--- src/verilog/t4s_status_unused_placeholder_removed.sv ---
`timescale 1ns/1ps

--- src/pkg/t4s_pkg.sv ---
// ********************************************************************
// Constants and carriers for the Lock_change_flag and frequency readback.
// ********************************************************************
package t4s_pkg;

   // Register addresses on the device's byte-wide register port.
   localparam logic [7:0] T4S_ADDR_FREQ = 8'h07;  // Frequency readback, top bits.
   localparam logic [7:0] T4S_ADDR_STAT = 8'h08;  // Interrupt status bits 23..16.
   localparam logic [7:0] T4S_ADDR_CTRL = 8'h4B;  // Control byte holding the readback select.

   // Field positions inside the status byte.
   localparam int T4S_BIT_LOCK = 6;  // Lock change of the T4 loop.
   localparam int T4S_BIT_NOIN = 4;  // No valid input for the T4 loop.
   localparam int T4S_BIT_IN2V = 3;  // Input 2 code violation.
   localparam int T4S_BIT_IN2L = 2;  // Input 2 signal loss.
   localparam int T4S_BIT_IN1V = 1;  // Input 1 code violation.
   localparam int T4S_BIT_IN1L = 0;  // Input 1 signal loss.

   // Readback select bit in the control byte.
   localparam int T4S_CTRL_SEL = 4;

   // Reset values and masks.
   localparam logic [7:0] T4S_STAT_RESET = 8'h50;  // Bits 6 and 4 set.
   localparam logic [7:0] T4S_STAT_IMPL  = 8'h5F;  // Bits 7 and 5 do not exist.
   localparam logic [7:0] T4S_CTRL_RESET = 8'h00;  // Monitor loop selected.
   localparam logic [7:0] T4S_ZERO8      = 8'h00;  // Idle value of a byte.
   localparam int         T4S_FREQ_W     = 3;      // Frequency bits 18..16.
   localparam logic [4:0] T4S_FREQ_PAD   = 5'h00;  // Unused readback bits 7..3.

   // Event and level sources from the device's own logic.
   typedef struct packed
   {
      logic t4_locked;    // Level: T4 loop is in lock.
      logic t4_no_input;  // Level: no valid reference for the T4 loop.
      logic in2_viol;     // Code violation seen on input 2.
      logic in2_los;      // Signal loss seen on input 2.
      logic in1_viol;     // Code violation seen on input 1.
      logic in1_los;      // Signal loss seen on input 1.
   } t4s_evt_t;

   // Register port request.
   typedef struct packed
   {
      logic       wr;     // Write strobe, one cycle.
      logic       rd;     // Read strobe, one cycle.
      logic [7:0] addr;   // Register address.
      logic [7:0] wdata;  // Write data.
   } t4s_bus_t;

endpackage

--- src/verilog/t4s_status.sv ---
// What this block does
// - Set bit 6 on any T4 lock change.
// - Set bit 4 when T4 lacks inputs.
// - Set bit 3 on input 2 violation.
// - Flags latch; write one clears, zero ignored.
// - Status byte is bits 23..16, reset 0x50.
// - Readback bits 2..0; select zero gives monitor.
// - Set bit 2 on input 2 loss.
// - Set bit 1 on input 1 violation.
// - Set bit 0 on input 1 loss.
`timescale 1ns/1ps
module t4s_status
   import t4s_pkg::*;
(
   input  wire logic                  core_clk,
   input  wire logic                  rst,
   input  wire t4s_bus_t              bus,
   input  wire t4s_evt_t              evt,
   input  wire logic [T4S_FREQ_W-1:0] mon_freq,
   input  wire logic [T4S_FREQ_W-1:0] t4_freq,
   output logic      [7:0]            rd_data
);

   // ********************************************************************
   // Declarations.
   // ********************************************************************
   logic [7:0] stat_reg;       // Latched status flags.
   logic [7:0] stat_next;      // Next value of the status flags.
   logic [7:0] set_vec;        // Per-bit set requests this cycle.
   logic [7:0] clr_vec;        // Per-bit clear requests from software.
   logic       lock_prev_reg;  // Lock level seen last cycle.
   logic       lock_prev_next; // Next lock level sample.
   logic [7:0] ctrl_reg;       // Control byte at the select address.
   logic [7:0] ctrl_next;      // Next control byte.
   logic [7:0] rd_data_reg;    // Registered read answer.
   logic [7:0] rd_data_next;   // Next read answer.

   // ********************************************************************
   // Event sources.
   // ********************************************************************
   // The lock edge is taken against a sample that resets to unlocked, so a
   // loop already in lock at release reports one change; the reset value
   // has that flag set anyway, so nothing new is lost or invented.
   always_comb
   begin
      lock_prev_next               = evt.t4_locked;
      set_vec                      = T4S_ZERO8;
      set_vec[T4S_BIT_LOCK]        = evt.t4_locked ^ lock_prev_reg;
      set_vec[T4S_BIT_NOIN]        = evt.t4_no_input;
      set_vec[T4S_BIT_IN2V]        = evt.in2_viol;
      set_vec[T4S_BIT_IN2L]        = evt.in2_los;
      set_vec[T4S_BIT_IN1V]        = evt.in1_viol;
      set_vec[T4S_BIT_IN1L]        = evt.in1_los;
      // Only a write of one to the status address clears a bit.
      if (bus.wr && (bus.addr == T4S_ADDR_STAT))
      begin
         clr_vec = bus.wdata;
      end
      else
      begin
         clr_vec = T4S_ZERO8;
      end
   end

   // ********************************************************************
   // Status flags, one per bit.
   // ********************************************************************
   // A set in the same cycle as its clear wins, so no event is dropped.
   // Bits 7 and 5 do not exist and stay at zero.
   genvar gi;
   generate
      for (gi = 0; gi < 8; gi = gi + 1)
      begin : g_flag
         always_comb
         begin
            stat_next[gi] = T4S_STAT_IMPL[gi] &
                            (set_vec[gi] | (stat_reg[gi] & ~clr_vec[gi]));
         end
      end
   endgenerate

   // ********************************************************************
   // Control byte and read answer.
   // ********************************************************************
   // The answer is taken from the state before this cycle's update, so a
   // read and a clear in one cycle show the flags that were cleared.
   always_comb
   begin
      ctrl_next    = ctrl_reg;
      rd_data_next = rd_data_reg;
      if (bus.wr && (bus.addr == T4S_ADDR_CTRL))
      begin
         ctrl_next = bus.wdata;
      end
      if (bus.rd)
      begin
         if (bus.addr == T4S_ADDR_FREQ)
         begin
            if (ctrl_reg[T4S_CTRL_SEL])
            begin
               rd_data_next = {T4S_FREQ_PAD, t4_freq};
            end
            else
            begin
               rd_data_next = {T4S_FREQ_PAD, mon_freq};
            end
         end
         else if (bus.addr == T4S_ADDR_STAT)
         begin
            rd_data_next = stat_reg;
         end
         else if (bus.addr == T4S_ADDR_CTRL)
         begin
            rd_data_next = ctrl_reg;
         end
         else
         begin
            // Unmapped addresses answer zero.
            rd_data_next = T4S_ZERO8;
         end
      end
   end

   // ********************************************************************
   // State registers.
   // ********************************************************************
   always_ff @(posedge core_clk or posedge rst)
   begin
      if (rst)
      begin
         stat_reg      <= T4S_STAT_RESET;
         lock_prev_reg <= 1'b0;
         ctrl_reg      <= T4S_CTRL_RESET;
         rd_data_reg   <= T4S_ZERO8;
      end
      else
      begin
         stat_reg      <= stat_next;
         lock_prev_reg <= lock_prev_next;
         ctrl_reg      <= ctrl_next;
         rd_data_reg   <= rd_data_next;
      end
   end

   assign rd_data = rd_data_reg;
endmodule

--- config.mk ---
export PLATFORM = sky130hd
export DESIGN_NAME = t4s_status
export DESIGN_NICKNAME = d
export VERILOG_FILES = /design/src/verilog/t4s_status_unused_placeholder_removed.sv /design/src/pkg/t4s_pkg.sv /design/src/verilog/t4s_status.sv
export SDC_FILE = /design/constraint.sdc
export NUM_CORES = 1
export LEC_CHECK = 0
export ABC_AREA = 0
export BUFFER_PORTS_ARGS = -buffer_cell sky130_fd_sc_hd__buf_2
export CORE_MARGIN = 1.5
export CORE_UTILIZATION = 36
export DETAILED_ROUTE_END_ITERATION = 10
export SLEW_MARGIN = 20
export SYNTH_ARGS = -nofsm -noshare
export SYNTH_HDL_FRONTEND = slang
export SYNTH_SLANG_ARGS = --single-unit
--- constraint.sdc ---
create_clock -name core_clk -period 2.5 [get_ports core_clk]
set_clock_uncertainty 0.1 [all_clocks]
set_input_delay 0.25 -clock core_clk [delete_from_list [all_inputs] [get_ports core_clk]]
set_output_delay 0.25 -clock core_clk [all_outputs]
set_load 0.02 [all_outputs]
==> impl_results.md <==
* Initial antenna violation count at 0
* Via count at 867
* # diodes at 0
* Clock share of power at 0.270
* Port Buffers at 39
* Floorplan Core Area at 3030 um^2
* FFs w/ async S/R, synth at 1.00
* Setup TNS at 0 ps
* Top cell type by total area after synthesis: dfrtp_1
* Register-to-register setup slack at 1260 ps
* Post-DR vias/cell at 4.74
* Register area share after synthesis at 0.505
* Sequential share of power at 0.602
* DRC at 0
* # nets final at 172
* FF-to-FF path depth at 3
* Synth Instances at 93
* Crit path max fanout at 8
* Worst slew pin tran at 864 ps
* Worst-Skew Late Latency at 320 ps
* Layout Cell Area excl Fill at 1460 um^2
* Status: finished with violations
* Seq cells post-synth at 23
* DRT iter0 DRCs at 9
* Met2 Track Usage GR at 0.245
* Clock transition at path regs at 140 ps
* Initial Utilization at 0.378
* P_int at 485 uW
* Synthesized area per cell at 12.3 um^2
* RSZ-0062 raised after global routing: false
* Setup violations, final at 0
* Syn nets at 125
* Die width at 59.4 um
* First-pass GRT wire length at 3.82 mm
* Ys flop type: dfrtp_1
* CTS root buf: clkbuf_4
* Time the worst path needs with I/O delays and setup at 1340 ps
* Tcrit/Tclk final at 0.537
* Dpl hpwl at 1.85 mm
* Top Usage Layer GRT: met2
* GRT Total Usage at 0.147
* Failing checks: negative hold slack
* Share of cells above drive strength 1 at 0.460
* Chip Height at 59.4 um
* Routability-driven placement congestion ratio at 0.777
* Placed Instances at 173
* Fmax achieved at 0.744 GHz
* Maximum vdd drop at 271 uV
* DR WL/cell at 12.9 um
* Critical path arrival at 1450 ps
* Final Slew Violations at 0
* Reg-to-reg endpoint: rd_data[1]$_DFFE_PP0P_
* Final hold violations at 13
* Placed Area at 1380 um^2
* Routed Wire Length at 2.36 mm
* P&R area growth vs syn at 27.8%
* Row count at 20
* NetSw at 158 uW
* GRT met3 Usage at 0.0546
* Hold_ws at -12.3 ps
* H-tree depth at 1
* Final non-filler cell total at 183
* First-pass DRT Iterations at 3
* Static leakage at 0.000677 uW
* CTS tree: yes
* Worst path required time at 2600 ps
* CTS max path bufs at 2
* Startpoint types: primary input
* Post-synth EDFFs at 0
* Met1 GRT Util at 0.187
* Setup crit end kind: flip-flop
* Worst Hold Class: in -> async
* Max-cap viol count at 0
* Final ANT Viol Nets at 0
* I/O pin count at 40
* Slew headroom at 0.423
* Warnings from Yosys at 0
* CTS Buf Count at 3
* Switching Share at 0.246
* Post-CTS Resized at 0
* Total die area at 3530 um^2
* Cell Area, Synth at 1140 um^2
* PD cells at 439 nW/um^2
* Reg2reg start: ctrl_reg[4]$_DFFE_PP0P_
* Vias in the first global route at 835
* Top post-synthesis cells by area: dfrtp_1, mux2_4, dfstp_2
* Largest net degree at the start of global routing at 24
* Share of the synthesized area in the top cell type at 0.459
* Clock sink count at 23
* Logic gate share of total power at 0.128
* Type of the worst setup path: in -> reg
* Synth unique cells at 34
* Remaining Overflow, GRT at 0
==> layout make-up <==
type / count / area [um^2]
clock buffers: 3 / 22.5
clock inverters: 1 / 5.00
fillers: 288 / 1570
inverters: 8 / 30.0
multi-input cells: 59 / 517
flip-flops and latches: 23 / 578
well taps: 44 / 55.1
repair buffers: 45 / 255
==> power groups by stage <==
stage	registers [uW]	clock network [uW]	logic [uW]
2_1_floorplan	394	0	34.5
3_3_place_gp	393	0	74.5
3_5_place_dp	394	0	76.1
4_1_cts	387	178	77.8
5_1_grt	389	194	91.1
6_report	387	173	82.4
==> cells in the final DEF (no fill, tap or decap), types with 3 or more instances in the layout <==
master and instances:
a22oi_1 5, dlygate4sd3_1 6, nand3_1 6, o22ai_1 3, nand2_1 6, a21o_1 6
clkbuf_4 3, inv_1 8, dfrtp_1 21, buf_2 39, mux2_4 8
==> Yosys cell counts (2+ instances only) <==
cell type	number
a21o_1	6
a22oi_1	5
dfrtp_1	21
dfstp_2	2
inv_1	8
mux2_2	2
mux2_4	8
nand2_1	6
nand3_1	6
o21ai_0	2
o221ai_1	2
o22ai_1	3
==> per-stage QoR <==
stage	setup slack, ps	utilization	hold slack (ps)	power (uW)
global placement	874	0.454	283	468
detailed placement	828	0.454	285	470
floorplan	1110	-	150	428
finish	1160	0.483	-12.3	643
CTS	1170	0.467	0.872	643
global route	1130	0.483	52.1	674
==> critical path: stages <==
cell	delay [ps]
buf_2	120
nor3_4	220
and3_1	400
nand2_8	130
mux2_4	320
==> worst max-delay path by stage <==
stage	slack [ps]	to	start	depth (start not counted)
3_5_place_dp	830	ctrl_reg[2]$_DFFE_PP0P_	bus[13]	5
3_3_place_gp	870	ctrl_reg[3]$_DFFE_PP0P_	bus[13]	5
4_1_cts	1170	ctrl_reg[1]$_DFFE_PP0P_	bus[13]	5
2_1_floorplan	1110	ctrl_reg[0]$_DFFE_PP0P_	bus[8]	5
5_1_grt	1130	ctrl_reg[1]$_DFFE_PP0P_	bus[13]	5
6_report	1160	ctrl_reg[1]$_DFFE_PP0P_	bus[13]	5
==> cell families after synthesis <==
| family | share of synthesized area |
|---|---|
| XOR/XNOR | 0.00765 |
| flip-flops | 0.505 |
| buffers and inverters | 0.0437 |
| AND/OR/NAND/NOR | 0.168 |
| multiplexers | 0.133 |
| AO/OA/AOI/OAI | 0.142 |
==> routing by layer <==
metal	part of all wire	up-vias
li1	-	431
met1	0.47	412
met2	0.48	24
met3	0.051	0
met4	0	0
met5	0	-
==> what timing repair did <==
item	4_1_cts	5_1_grt
endpoints found under the hold margin	1	5
buffers inserted	0	0
hold buffers	1	5
No activity file was read; power rests on OpenSTA's default activity.
